**config.mk**
```make
export PLATFORM = sky130hd
export DESIGN_NAME = sxd_exec
export DESIGN_NICKNAME = d
export VERILOG_FILES = /design/src/shared/sxd_pkg.sv /design/src/rtl/sxd_exec.sv
export SDC_FILE = /design/constraint.sdc
export NUM_CORES = 1
export LEC_CHECK = 0
export BUFFER_PORTS_ARGS = -buffer_cell sky130_fd_sc_hd__buf_2
export CORE_MARGIN = 1.5
export CORE_UTILIZATION = 50
export CTS_BUF_LIST = sky130_fd_sc_hd__clkbuf_8 sky130_fd_sc_hd__clkbuf_16
export CTS_CLUSTER_SIZE = 16
export DETAILED_ROUTE_END_ITERATION = 8
export PLACE_DENSITY = 0.8
export SLEW_MARGIN = 10
export SYNTH_ARGS = -nofsm -noshare
export SYNTH_HDL_FRONTEND = slang
export SYNTH_SLANG_ARGS = --single-unit
```
**constraint.sdc**
```tcl
create_clock -name clk -period 3.9 [get_ports clk]
set_clock_uncertainty 0.2 [all_clocks]
set_input_delay 0.195 -clock clk [delete_from_list [all_inputs] [get_ports clk]]
set_output_delay 0.195 -clock clk [all_outputs]
set_load 0.05 [all_outputs]
```
**src/shared/sxd_pkg.sv**
```systemverilog
// Package for the swap / xor / direction-load execute block.
// Assumes a 14-bit instruction word and an 8-bit data path.
package sxd_pkg;
    // Instruction fields
    localparam int OP_W = 14;
    localparam int DATA_W = 8;
    localparam int FADDR_W = 7;
    localparam int D_BIT = 7;
    // Opcode patterns and masks
    localparam logic [13:0] SWAP_MASK = 14'h3f00;
    localparam logic [13:0] SWAP_PAT = 14'h0e00;
    localparam logic [13:0] XORF_MASK = 14'h3f00;
    localparam logic [13:0] XORF_PAT = 14'h0600;
    localparam logic [13:0] XORL_MASK = 14'h3f00;
    localparam logic [13:0] XORL_PAT = 14'h3a00;
    localparam logic [13:0] DIR_MASK = 14'h3ff8;
    localparam logic [13:0] DIR_PAT = 14'h0060;
    // Port-direction register range
    localparam logic [2:0] DIR_FIRST = 3'h5;
    localparam logic [2:0] DIR_LAST = 3'h7;
    localparam int DIR_N = 3;
    localparam logic [7:0] DIR_RST = 8'hff;
    localparam logic [7:0] W_RST = 8'h00;

    typedef enum {SXD_NONE, SXD_SWAP, SXD_XORL, SXD_XORF, SXD_DIR} sxd_op_t;

    // File register access request toward the core's data memory
    typedef struct packed {
        logic we;
        logic [6:0] addr;
        logic [7:0] data;
    } sxd_fwr_t;
endpackage : sxd_pkg

```
**src/rtl/sxd_exec.sv**
```systemverilog
// Execute logic for nibble exchange, literal xor, file xor and direction load.
// Assumes the core presents one instruction per cycle with operand already read.
//
// Function
// - nibble_exchange_op swaps upper and lower halves of the addressed register
// - swap result to W when d is 0, to file when 1; flags kept
// - xor_literal_op xors W with the 8-bit literal
// - literal xor result only to W, one instruction word
// - port_direction_load_op copies W to direction register 5 to 7, flags kept
// - direction registers also readable and writable as ordinary registers
// - xor_file_op xors W with file; to W if d is 0, else file; Z updated
`timescale 1ns/1ps
module sxd_exec
    import sxd_pkg::*;
(
    // Clock and reset
    input wire logic clk,
    input wire logic sys_rst,
    // Instruction and operand
    input wire logic instr_valid,
    input wire logic [13:0] instr,
    input wire logic [7:0] file_rdata,
    // Ordinary register access to direction registers
    input wire logic dir_wr,
    input wire logic [1:0] dir_sel,
    input wire logic [7:0] dir_wdata,
    // Results
    output logic [7:0] w_reg,
    output logic zero_flag,
    output sxd_fwr_t file_wr,
    output logic [23:0] dir_regs,
    output logic [7:0] dir_rdata
);
    sxd_op_t op;
    logic [7:0] result;
    logic dest_file;
    logic [7:0] dir_q [DIR_N];

    // Decode; direction load only for operands 5..7
    always_comb begin
        op = SXD_NONE;
        if (instr_valid) begin
            if ((instr & SWAP_MASK) == SWAP_PAT) op = SXD_SWAP;
            else if ((instr & XORL_MASK) == XORL_PAT) op = SXD_XORL;
            else if ((instr & XORF_MASK) == XORF_PAT) op = SXD_XORF;
            else if ((instr & DIR_MASK) == DIR_PAT && instr[2:0] >= DIR_FIRST)
                op = SXD_DIR;
        end
    end

    assign dest_file = instr[D_BIT];

    // Result path
    always_comb begin
        case (op)
            SXD_SWAP: result = {file_rdata[3:0], file_rdata[7:4]};
            SXD_XORL: result = w_reg ^ instr[7:0];
            SXD_XORF: result = w_reg ^ file_rdata;
            default: result = w_reg;
        endcase
    end

    // Working register; every op finishes in this cycle
    always_ff @(posedge clk or posedge sys_rst) begin
        if (sys_rst) begin
            w_reg <= W_RST;
        end else if (op == SXD_XORL) begin
            w_reg <= result;
        end else if ((op == SXD_SWAP || op == SXD_XORF) && !dest_file) begin
            w_reg <= result;
        end
    end

    // Zero flag only from the xor pair; swap and direction load leave it
    always_ff @(posedge clk or posedge sys_rst) begin
        if (sys_rst) begin
            zero_flag <= 1'b0;
        end else if (op == SXD_XORL || op == SXD_XORF) begin
            zero_flag <= (result == 8'h00);
        end
    end

    // File write-back, registered so data outputs come from flops
    always_ff @(posedge clk or posedge sys_rst) begin
        if (sys_rst) begin
            file_wr <= '0;
        end else begin
            file_wr.we <= (op == SXD_SWAP || op == SXD_XORF) && dest_file;
            file_wr.addr <= instr[6:0];
            file_wr.data <= result;
        end
    end

    // Direction registers: opcode load or plain register write
    genvar g;
    generate
        for (g = 0; g < DIR_N; g++) begin : g_dir
            always_ff @(posedge clk or posedge sys_rst) begin
                if (sys_rst) begin
                    dir_q[g] <= DIR_RST;
                end else if (op == SXD_DIR && instr[1:0] == 2'(g + 1)) begin
                    dir_q[g] <= w_reg;
                end else if (dir_wr && dir_sel == 2'(g)) begin
                    dir_q[g] <= dir_wdata;
                end
            end
            assign dir_regs[g*8 +: 8] = dir_q[g];
        end
    endgenerate

    // Readback; index 3 unmapped reads zero
    assign dir_rdata = (dir_sel < 2'(DIR_N)) ? dir_q[dir_sel] : 8'h00;

    // Checks
    swap_to_w_a: assert property (@(posedge clk) disable iff (sys_rst)
        op == SXD_SWAP && !dest_file |=> w_reg == {$past(file_rdata[3:0]), $past(file_rdata[7:4])})
        else $error("swap result not in W");
    swap_flag_a: assert property (@(posedge clk) disable iff (sys_rst)
        op == SXD_SWAP |=> $stable(zero_flag))
        else $error("swap changed zero flag");
    swap_file_a: assert property (@(posedge clk) disable iff (sys_rst)
        op == SXD_SWAP && dest_file |=> file_wr.we && $stable(w_reg))
        else $error("swap file write missing");
    xorl_w_a: assert property (@(posedge clk) disable iff (sys_rst)
        op == SXD_XORL |=> w_reg == ($past(w_reg) ^ $past(instr[7:0])) && !file_wr.we)
        else $error("literal xor wrong");
    xorf_zero_a: assert property (@(posedge clk) disable iff (sys_rst)
        op == SXD_XORF |=> zero_flag == ($past(w_reg) == $past(file_rdata)))
        else $error("zero flag wrong");
    xorf_file_a: assert property (@(posedge clk) disable iff (sys_rst)
        op == SXD_XORF && dest_file |=> file_wr.data == ($past(w_reg) ^ $past(file_rdata)))
        else $error("file xor data wrong");
    xorl_once_a: assert property (@(posedge clk) disable iff (sys_rst)
        op == SXD_XORL ##1 op == SXD_NONE |=> $stable(w_reg))
        else $error("W changed after literal xor");
    dir_load_a: assert property (@(posedge clk) disable iff (sys_rst)
        op == SXD_DIR && instr[1:0] == 2'h1
        |=> dir_regs[7:0] == $past(w_reg) && $stable(zero_flag))
        else $error("direction load wrong");
    dir_write_a: assert property (@(posedge clk) disable iff (sys_rst)
        dir_wr && dir_sel == 2'h2 && op != SXD_DIR |=> dir_regs[23:16] == $past(dir_wdata))
        else $error("direction write lost");

    // Literal xor must refresh the zero flag from its own result
    xorl_zero_a: assert property (@(posedge clk) disable iff (sys_rst)
        op == SXD_XORL |=> zero_flag == (($past(w_reg) ^ $past(instr[7:0])) == 8'h00))
        else $error("literal xor zero flag wrong");

    // File xor to W leaves the data memory alone
    xorf_w_a: assert property (@(posedge clk) disable iff (sys_rst)
        op == SXD_XORF && !dest_file |=> w_reg == ($past(w_reg) ^ $past(file_rdata)) && !file_wr.we)
        else $error("file xor to W wrong");

    // File xor to the register keeps W and targets the operand address
    xorf_keep_a: assert property (@(posedge clk) disable iff (sys_rst)
        op == SXD_XORF && dest_file |=> $stable(w_reg) && file_wr.we && file_wr.addr == $past(instr[6:0]))
        else $error("file xor write-back wrong");

    // Swapped value on the write-back path
    swap_data_a: assert property (@(posedge clk) disable iff (sys_rst)
        op == SXD_SWAP && dest_file |=> file_wr.data == {$past(file_rdata[3:0]), $past(file_rdata[7:4])})
        else $error("swap write-back data wrong");

    // Swap into W must not also write the file
    swap_nowrite_a: assert property (@(posedge clk) disable iff (sys_rst)
        op == SXD_SWAP && !dest_file |=> !file_wr.we)
        else $error("swap to W wrote the file");

    // Swap write-back goes to the operand address
    swap_addr_a: assert property (@(posedge clk) disable iff (sys_rst)
        op == SXD_SWAP && dest_file |=> file_wr.addr == $past(instr[6:0]))
        else $error("swap write-back address wrong");

    // Direction load touches neither W, flags nor data memory
    dir_keep_w_a: assert property (@(posedge clk) disable iff (sys_rst)
        op == SXD_DIR |=> $stable(w_reg) && $stable(zero_flag) && !file_wr.we)
        else $error("direction load disturbed core state");

    // Operands below five are not direction registers
    dir_refuse_a: assert property (@(posedge clk) disable iff (sys_rst)
        instr_valid && (instr & DIR_MASK) == DIR_PAT && instr[2:0] < DIR_FIRST |-> op == SXD_NONE)
        else $error("direction load below range decoded");

    // Middle direction register load
    dir_mid_a: assert property (@(posedge clk) disable iff (sys_rst)
        op == SXD_DIR && instr[1:0] == 2'h2 |=> dir_regs[15:8] == $past(w_reg))
        else $error("middle direction load wrong");

    // Top register load; also wins over a plain write in the same cycle
    dir_high_a: assert property (@(posedge clk) disable iff (sys_rst)
        op == SXD_DIR && instr[1:0] == 2'h3 |=> dir_regs[23:16] == $past(w_reg))
        else $error("top direction load wrong");

    // Readback mirrors the selected register
    dir_read_a: assert property (@(posedge clk) disable iff (sys_rst)
        dir_sel != 2'h3 |-> dir_rdata == dir_regs[8*dir_sel +: 8])
        else $error("direction readback wrong");

    // Unmapped select reads zero, never stale data
    dir_unmapped_a: assert property (@(posedge clk) disable iff (sys_rst)
        dir_sel == 2'h3 |-> dir_rdata == 8'h00)
        else $error("unmapped readback not zero");

    // Plain write to the lowest register
    dir_write_lo_a: assert property (@(posedge clk) disable iff (sys_rst)
        dir_wr && dir_sel == 2'h0 && op != SXD_DIR |=> dir_regs[7:0] == $past(dir_wdata))
        else $error("low direction write lost");

    // Without a write source the direction registers hold
    dir_idle_a: assert property (@(posedge clk) disable iff (sys_rst)
        !dir_wr && op != SXD_DIR |=> $stable(dir_regs))
        else $error("direction register changed idle");

    // No instruction: W and zero flag hold and file write enable is low; each op lives one cycle only
    idle_hold_a: assert property (@(posedge clk) disable iff (sys_rst)
        !instr_valid |=> $stable(w_reg) && $stable(zero_flag) && !file_wr.we)
        else $error("state changed without instruction");

    // Decode of the nibble exchange pattern
    dec_swap_a: assert property (@(posedge clk) disable iff (sys_rst)
        instr_valid && (instr & SWAP_MASK) == SWAP_PAT |-> op == SXD_SWAP)
        else $error("swap not decoded");

    // Decode of the literal xor pattern
    dec_xorl_a: assert property (@(posedge clk) disable iff (sys_rst)
        instr_valid && (instr & XORL_MASK) == XORL_PAT |-> op == SXD_XORL)
        else $error("literal xor not decoded");

    // Decode of the file xor pattern
    dec_xorf_a: assert property (@(posedge clk) disable iff (sys_rst)
        instr_valid && (instr & XORF_MASK) == XORF_PAT |-> op == SXD_XORF)
        else $error("file xor not decoded");
endmodule : sxd_exec

```
Word-level counts from Yosys, hierarchy flattened
Cells that the tools add are included.

storage, ports and cells
  bits in registers = 49
  bits in latches = 0
  memory bits (read-only) = 0
  memories = 0
  bits in writable memories = 0
  output and inout port bits = 57
  word-level logic and storage cells = 66
  bits of input ports = 36

operators by class
  add/subtract/negate cells = 0
  shifts and indexed selects = 0
  mux-type cells = 18
  equal/unequal tests = 16
  bitwise logic cells = 3
  reductions and logical operators = 18
  magnitude comparators = 3
  $mul = 0
  divide/modulo/power cells = 0

operator list
  cell                                                               number
  32-bit by 2-bit == test with 1-bit output (second input constant)  3
  8-bit 2-to-1 mux                                                   11
  32-bit by 3-bit == test with 1-bit output (second input constant)  2
  32-bit 2-to-1 mux                                                  2
  32-bit by 1-bit == test with 1-bit output (second input constant)  1
  32-bit by 4-bit == test with 1-bit output (second input constant)  1
  8-bit one-hot mux with 3 select lines                              1
  8-bit binary-select mux with 2-bit select                          1
  8-bit XOR                                                          2
  11-bit by 4-bit == test with 1-bit output (second input constant)  1
  1-bit logical AND                                                  9
  3-bit 2-to-1 mux                                                   3
  8-bit logical NOT                                                  1
  2-bit nonzero test                                                 4
  2-bit == test (second input constant)                              3
  6-bit by 3-bit == test with 1-bit output (second input constant)   1
  6-bit by 4-bit == test with 1-bit output (second input constant)   1
  6-bit == test (second input constant)                              1
  3-bit >= comparator (second input constant)                        2
  2-bit by 1-bit == test with 1-bit output (second input constant)   2
  2-bit inverter with 3-bit output                                   1
  2-bit logical NOT                                                  1
  1-bit logical OR                                                   2
  2-bit < comparator (second input constant)                         1
  1-bit logical NOT                                                  1

Longest topological paths before layout
Gate-level depths: netlist of run 1.

  word-level depth = 12
  depth in mapped cells = 8
  gate-level depth less buffers = 6

Worst setup path before layout of run 1
Ideal clock, no wire load.

  path type = register -> output
  start = register dir_q (netlist bit dir_regs[16])
  end = output dir_rdata[0]
  path slack = 1.608 ns
  path buffers = 0
  required time = 3.505 ns
  data arrival time = 1.897 ns
  cell stages (with the launch flop) = 3
  cell sequence = dfstp_2 -> mux2i_1 -> o21ai_0

on the way
  cells in the longest elaborated chain, start to end = 4

RTL lines
  item                                                  RTL line         RTL
  start, declared                                       sxd_exec.sv:37   logic [7:0] dir_q [DIR_N];
  start signal, assigned by index                       sxd_exec.sv:102  dir_q[g] <= w_reg;
  start signal, assigned by index                       sxd_exec.sv:104  dir_q[g] <= dir_wdata;
  8-bit binary-select mux with 2-bit select             sxd_exec.sv:112  assign dir_rdata = (dir_sel < 2'(DIR_N)) ? dir_q[dir_sel] : 8'h00;
  8-bit 2-to-1 mux (implied by the code) (2 in series)  sxd_exec.sv:112
  8-bit 2-to-1 mux                                      sxd_exec.sv:112
  end, declared                                         sxd_exec.sv:32   output logic [7:0] dir_rdata

Every way passes these cells. The select of a mux whose other input is x is not followed.

Worst setup path in the final report of run 1
  start = input instr[3]
  end = register dir_q (netlist bit dir_regs[12])

on the way
  cells in the longest elaborated chain, start to end = 10
  elaborated cells between the ends (all ways) = 11
  classes of those cells = 2 x eq/ne; 6 x mux; 3 x reduce/logical

RTL lines
  item                                                    RTL line         RTL
  start, declared                                         sxd_exec.sv:21   input wire logic [13:0] instr,
  11-bit by 4-bit == test with 1-bit output *             sxd_exec.sv:46   else if ((instr & DIR_MASK) == DIR_PAT && instr[2:0] >= DIR_FIRST)
  1-bit logical AND *                                     sxd_exec.sv:46
  3-bit 2-to-1 mux *                                      sxd_exec.sv:46
  3-bit 2-to-1 mux *                                      sxd_exec.sv:45   else if ((instr & XORF_MASK) == XORF_PAT) op = SXD_XORF;
  3-bit 2-to-1 mux *                                      sxd_exec.sv:44   else if ((instr & XORL_MASK) == XORL_PAT) op = SXD_XORL;
  32-bit 2-to-1 mux *                                     sxd_exec.sv:43   if ((instr & SWAP_MASK) == SWAP_PAT) op = SXD_SWAP;
  32-bit 2-to-1 mux *                                     sxd_exec.sv:42   if (instr_valid) begin
  32-bit by 4-bit == test with 1-bit output *             sxd_exec.sv:101  end else if (op == SXD_DIR && instr[1:0] == 2'(g + 1)) begin
  1-bit logical AND *                                     sxd_exec.sv:101
  8-bit 2-to-1 mux or 2-bit nonzero test (tied branches)  n/a

Mark *: on every way between the ends. The rest lies on a longest branch, timed or not.
A chain may end at the register's enable or synchronous reset.

==> flow_metrics.py, run 1 <==
metrics = {
    "synthesis": {
        "synth_edf_count": 0,
        "synthFlopType": "dfrtp_1",
        "ys_seq_area_share_pct": 47.65,
        "syn_nets": 291,
        "yosysMostFrequentCell": "mux2i_1",
        "synth_area_um2": 2636,
        "synth_area_leaders": "dfstp_2 24%, dfrtp_1 24%, mux2i_1 16%",
        "synth_cell_types": 45,
        "postSynthCellCount": 255,
        "yosysTopAreaCell": "dfstp_2",
        "async_flop_share_pct": 100.0,
        "syn_avg_cell_area_um2": 10.34,
        "synthTopCellsByCount": "41 x mux2i_1, 31 x nor2_1, 30 x a21oi_1",
        "netlist.area_leader.share_pct": 23.92,
        "ys_warn_count": 0,
        "synth-seq-cells": 49,
    },
    "die": {
        "rows": 26,
        "dieArea_um2": 5717,
        "start_util_pct": 51.62,
        "die_w_um": 75.61,
        "ioPinCount": 93,
        "die_h_um": 75.61,
        "core_um2": 5107,
    },
    "power_and_ir_drop": {
        "p_per_area_nw_per_um2": 489.6,
        "leakage_nw": 1.687,
        "finalPower_w": 0.001651,
        "ir_drop_v": 0.0002089,
    },
    "global_routing": {
        "grt_pass1_wl_um": 9901,
        "grt_antenna_before_repair": 0,
        "grt_pass1_vias": 2028,
        "grt_util_all_layers_pct": 23.51,
        "grt_max_degree": 50,
        "grt_overflow": 0,
    },
    "critical_path": {
        "end_kind": "register",
        "r2r-end": "zero_flag$_DFFE_PP0P_",
        "arrival_ns": 2.58,
        "critical_path.max_fanout": 16,
        "worstReg2RegStart": "w_reg[3]$_DFFE_PP0P_",
        "critPathKind": "input pin to register",
        "required_ns": 3.90,
        "reg2reg_depth": 5,
        "r2r_slack_ns": 2.09,
        "endpoint": "dir_regs[12]$_DFFE_PP1P_",
        "crit_path_start_kind": "input pin",
        "startpoint": "instr[3]",
    },
    "place": {
        "dp_hpwl_um": 4698,
        "port_buffers": 92,
        "routabilityCongestion": 0.9045,
    },
    "sta": {
        "period_share_pct": 66.04,
        "min_period_ns": 2.576,
        "slew_violations": 0,
        "rsz0062_at_grt": "false",
        "relSlewSlack_pct": 36.55,
        "tightest_slew_ns": 0.9503,
        "tns_ns": 0,
        "fmax_mhz": 388.3,
        "setup_violations": 0,
        "finalHoldViolCount": 0,
    },
    "final_layout": {
        "n_antenna_cell": 0,
        "nets": 394,
        "fin_util_pct": 66.02,
        "largest_reg_flops": 24,
        "syn_to_final_growth_pct": 27.91,
        "seq_area_um2": 1256,
        "fill_cells": 414,
        "drive_gt1_share_pct": 38.44,
        "multi_input_area_um2": 1286,
    },
    "cts": {
        "hold_buffers": 15,
        "post-cts-setup-buffers": 0,
        "numCtsBuffers": 5,
        "clockBufferDepth": 2,
        "cts-root-buf": "clkbuf_8",
        "clk_pin_slew_worst_paths_ns": 0.08,
        "clk-insertion-delay-late_ns": 0.29,
        "clock_sinks": 49,
        "cts_tree": "done",
        "ctsResizeCount": 0,
        "h-tree-depth": 2,
    },
    "status": {
        "outcome": "finished, final reports clean",
    },
    "worst_hold_path": {
        "hp-class": "input pin to register",
    },
    "drt": {
        "wl_um": 6507,
        "post-route-drc-count": 0,
        "dr.pass1.iters": 4,
        "wl_per_cell_um": 15.17,
        "drtIter0Drc": 131,
        "vias_per_cell": 5.333,
        "via_count": 2288,
        "ant_nets": 0,
    },
    "job": {
        "maxCapViolations": 0,
    },
}
-- power by group --
group          switching, W  leakage, nW  internal [W]
registers         0.0000732        0.571      0.000623
logic              0.000491         1.06      0.000172
clock network      0.000152       0.0538      0.000140
-- placed cells by master, fill, tap and decap left out, types with 3 or more instances in the layout --
cell type / n
buf_2: 92
mux2i_1: 41
nor2_1: 31
a21oi_1: 30
dfrtp_1: 25
dfstp_2: 24
nand2_1: 16
dlygate4sd3_1: 15
o21ai_0: 13
inv_1: 8
mux2_2: 6
clkbuf_8: 6
nand3_1: 5
nand3b_1: 5
nand4_1: 3
a22oi_1: 3
-- metrics by stage --
stage          setup WS, ns  hold slack, ns  instances  area, µm²
6_report              1.324        0.006036        429       3372
5_1_grt               1.147        0.003887        429       3372
4_1_cts               1.353       0.0005535        429       3372
3_5_place_dp          1.314          0.1504        406       3132
3_3_place_gp          1.410          0.1439        406       3132
2_1_floorplan         1.608         0.02643        255       2636
-- kinds of logic after synthesis --
logic type,count (synthesis),share of synthesized area (%)
flip-flops,49,47.65
AND/OR/NAND/NOR,77,15.71
AO/OA/AOI/OAI,58,13.34
buffers and inverters,20,3.560
XOR/XNOR,4,1.614
multiplexers,47,18.13
-- how the worst min path moves through the flow --
stage / endpoint / cells past startpoint / slack (ns) / start
4_1_cts: dir_regs[11]$_DFFE_PP1P_ / 3 / 0.0006 / dir_wdata[3]
3_5_place_dp: file_wr[13]$_DFF_PP0_ / 1 / 0.15 / instr[5]
5_1_grt: dir_regs[19]$_DFFE_PP1P_ / 3 / 0.004 / dir_wdata[3]
3_3_place_gp: file_wr[14]$_DFF_PP0_ / 1 / 0.14 / instr[6]
6_report: dir_regs[11]$_DFFE_PP1P_ / 3 / 0.006 / dir_wdata[3]
2_1_floorplan: file_wr[10]$_DFF_PP0_ / 0 / 0.03 / instr[2]
-- area by class of cell --
type / count / area share, %
flip-flops and latches: 49 / 37.25
inverters: 7 / 0.7792
repair buffers: 109 / 18.55
clock inverters: 2 / 0.2226
clock buffers: 6 / 2.449
well taps: 70 / 2.597
multi-input cells: 186 / 38.14
-- worst max-delay path: stages --
cell,delay [ns]
dlygate4sd3_1,0.54
buf_2,0.15
nor4b_1,0.31
nand4b_1,0.14
nor3_1,0.40
nand3b_1,0.54
nor2_1,0.24
a21oi_1,0.06
-- routing by layer --
layer / routed length (µm) / GRT usage, % / vias up
met5: 0 / 0 / -
met1: 2875 / 30.62 / 1065
li1: - / - / 1118
met3: 339 / 3.836 / 8
met4: 77 / 8.135 / 0
met2: 3214 / 39.96 / 97
Note: power is estimated with default switching activity, not from simulation.
==> run 2, diff against run 1 <==
Settings changed: ABC_AREA from default to 1.
Clock period 3.9 ns to 2.37 ns, I/O delays scaled along.
==> flow_metrics.py, run 2 <==
metrics = {
    "drt": {
        "via_count": 2910,
        "ant_nets": 0,
        "drtIter0Drc": 243,
        "post-route-drc-count": 0,
        "wl_per_cell_um": 15.69,
        "vias_per_cell": 5.762,
        "wl_um": 7924,
        "dr.pass1.iters": 5,
    },
    "global_routing": {
        "grt_overflow": 0,
        "grt_pass1_wl_um": 12450,
        "grt_max_degree": 27,
        "grt_util_all_layers_pct": 28.95,
        "grt_antenna_before_repair": 0,
        "grt_pass1_vias": 2635,
    },
    "power_and_ir_drop": {
        "leakage_nw": 1.700,
        "p_per_area_nw_per_um2": 854.3,
        "ir_drop_v": 0.0004945,
    },
    "synthesis": {
        "synth_area_leaders": "dfstp_2 24%, dfrtp_1 24%, nand3_1 11%",
        "synth_area_um2": 2610,
        "netlist.area_leader.share_pct": 24.16,
        "syn_nets": 346,
        "syn_avg_cell_area_um2": 8.419,
        "yosysMostFrequentCell": "nand2_1",
        "synthFlopType": "dfrtp_1",
        "ys_warn_count": 0,
        "synth_cell_types": 28,
        "yosysTopAreaCell": "dfstp_2",
        "synth_edf_count": 0,
        "synth-seq-cells": 49,
        "ys_seq_area_share_pct": 48.13,
        "synthTopCellsByCount": "58 x nand2_1, 55 x nand3_1, 43 x inv_1",
        "postSynthCellCount": 310,
        "async_flop_share_pct": 100.0,
    },
    "sta": {
        "fmax_mhz": 435.9,
        "min_period_ns": 2.294,
        "relSlewSlack_pct": 56.17,
        "tns_ns": 0,
        "slew_violations": 0,
        "rsz0062_at_grt": "false",
        "finalHoldViolCount": 0,
        "setup_violations": 0,
        "period_share_pct": 96.79,
        "tightest_slew_ns": 0.6550,
    },
    "final_layout": {
        "fill_cells": 429,
        "final_cell_mix": "92 x buf_2, 58 x nand2_1, 55 x nand3_1",
        "fin_util_pct": 69.75,
        "drive_gt1_share_pct": 36.55,
        "n_antenna_cell": 0,
        "syn_to_final_growth_pct": 35.62,
        "seq_area_um2": 1256,
        "largest_reg_flops": 24,
        "nets": 470,
        "layout_commonest_cell": "buf_2",
        "multi_input_area_um2": 1132,
    },
    "critical_path": {
        "arrival_ns": 2.33,
        "r2r_slack_ns": 0.79,
        "end_kind": "register",
        "critPathKind": "input pin to register",
        "crit_path_start_kind": "input pin",
        "required_ns": 2.41,
        "critical_path.max_fanout": 3,
    },
    "cts": {
        "cts-root-buf": "clkbuf_8",
        "h-tree-depth": 2,
        "clk_pin_slew_worst_paths_ns": 0.09,
        "clock_sinks": 49,
        "cts_tree": "done",
        "clockBufferDepth": 2,
        "numCtsBuffers": 5,
        "clk-insertion-delay-late_ns": 0.30,
    },
    "place": {
        "routabilityCongestion": 0.9143,
        "dp_hpwl_um": 5406,
        "port_buffers": 92,
    },
    "status": {
        "outcome": "finished, final reports clean",
    },
    "die": {
        "core_um2": 5075,
        "rows": 26,
        "start_util_pct": 51.43,
        "die_h_um": 75.25,
        "ioPinCount": 93,
        "die_w_um": 75.25,
        "dieArea_um2": 5663,
    },
    "job": {
        "maxCapViolations": 0,
    },
    "worst_hold_path": {
        "hp-class": "input pin to register",
    },
}
run 2: per-layer routing:
layer	wire length, µm	vias up	track usage [%]
li1	-	1318	-
met1	3115	1353	36.80
met2	3756	203	49.75
met3	747	36	5.087
met4	305	0	10.12
met5	0	-	0
run 2: area by class of cell:
cell class	count	share of cell area [%]
Multi-Input combinational cell	204	31.99
Inverter	50	5.302
Clock inverter	2	0.2474
Sequential cell	49	35.49
Clock buffer	6	2.651
Timing Repair Buffer	124	21.85
Tap cell	70	2.474
run 2: cell families (layout without fill, tap and decap cells):
kind of cell,count (synthesis),after routing,share of synthesized area [%]
AND/OR/NAND/NOR,147,147,27.09
AO/OA/AOI/OAI,57,57,15.82
buffers and inverters,57,182,8.964
flip-flops,49,49,48.13
run 2: worst paths after layout:
kind / from / to / cells after the start
max in group asynchronous: sys_rst / dir_regs[13]$_DFFE_PP1P_ / 4
worst min-delay path: file_rdata[5] / file_wr[1]$_DFF_PP0_ / 5
worst min register to register: zero_flag$_DFFE_PP0P_ / zero_flag$_DFFE_PP0P_ / 2
min in group asynchronous: sys_rst / file_wr[9]$_DFF_PP0_ / 3
worst max-delay path: instr[8] / file_wr[15]$_DFF_PP0_ / 7
worst max register to register: w_reg[4]$_DFFE_PP0P_ / zero_flag$_DFFE_PP0P_ / 9
run 2: stage by stage:
step | hold slack (ns) | total power [W] | instances | setup WS (ns) | area, µm²
finish | 0.02135 | 0.003024 | 505 | 0.07603 | 3540
CTS | 0.008917 | 0.003019 | 501 | 0.1538 | 3485
global placement | -0.007024 | 0.002432 | 469 | 0.3805 | 3142
detailed placement | -0.01366 | 0.002446 | 469 | 0.3595 | 3142
global route | 0.03495 | 0.003174 | 505 | 0.01857 | 3540
floorplan | -0.05007 | 0.002113 | 310 | 0.4441 | 2610
run 2: critical path, cell delays in order:
cell and delay, ns:
dlygate4sd3_1 0.53, buf_2 0.15, nor2_4 0.15, nand2_2 0.09
dlygate4sd3_1 0.58, nor3_1 0.15, dlygate4sd3_1 0.56
run 2: report_power, final:
group	switching [W]	leakage [nW]	internal (W)	total, W
sequential	0.0000939	0.540	0.00104	0.00114
clock	0.000278	0.0575	0.000267	0.000544
combinational	0.00104	1.10	0.000308	0.00134
run 2: timing repair:
item,in CTS,in global routing
hold endpoints to repair,59,0
endpoints found under the setup margin,0,6
setup buffers,0,4
gates resized for setup,0,2
hold buffers,24,0
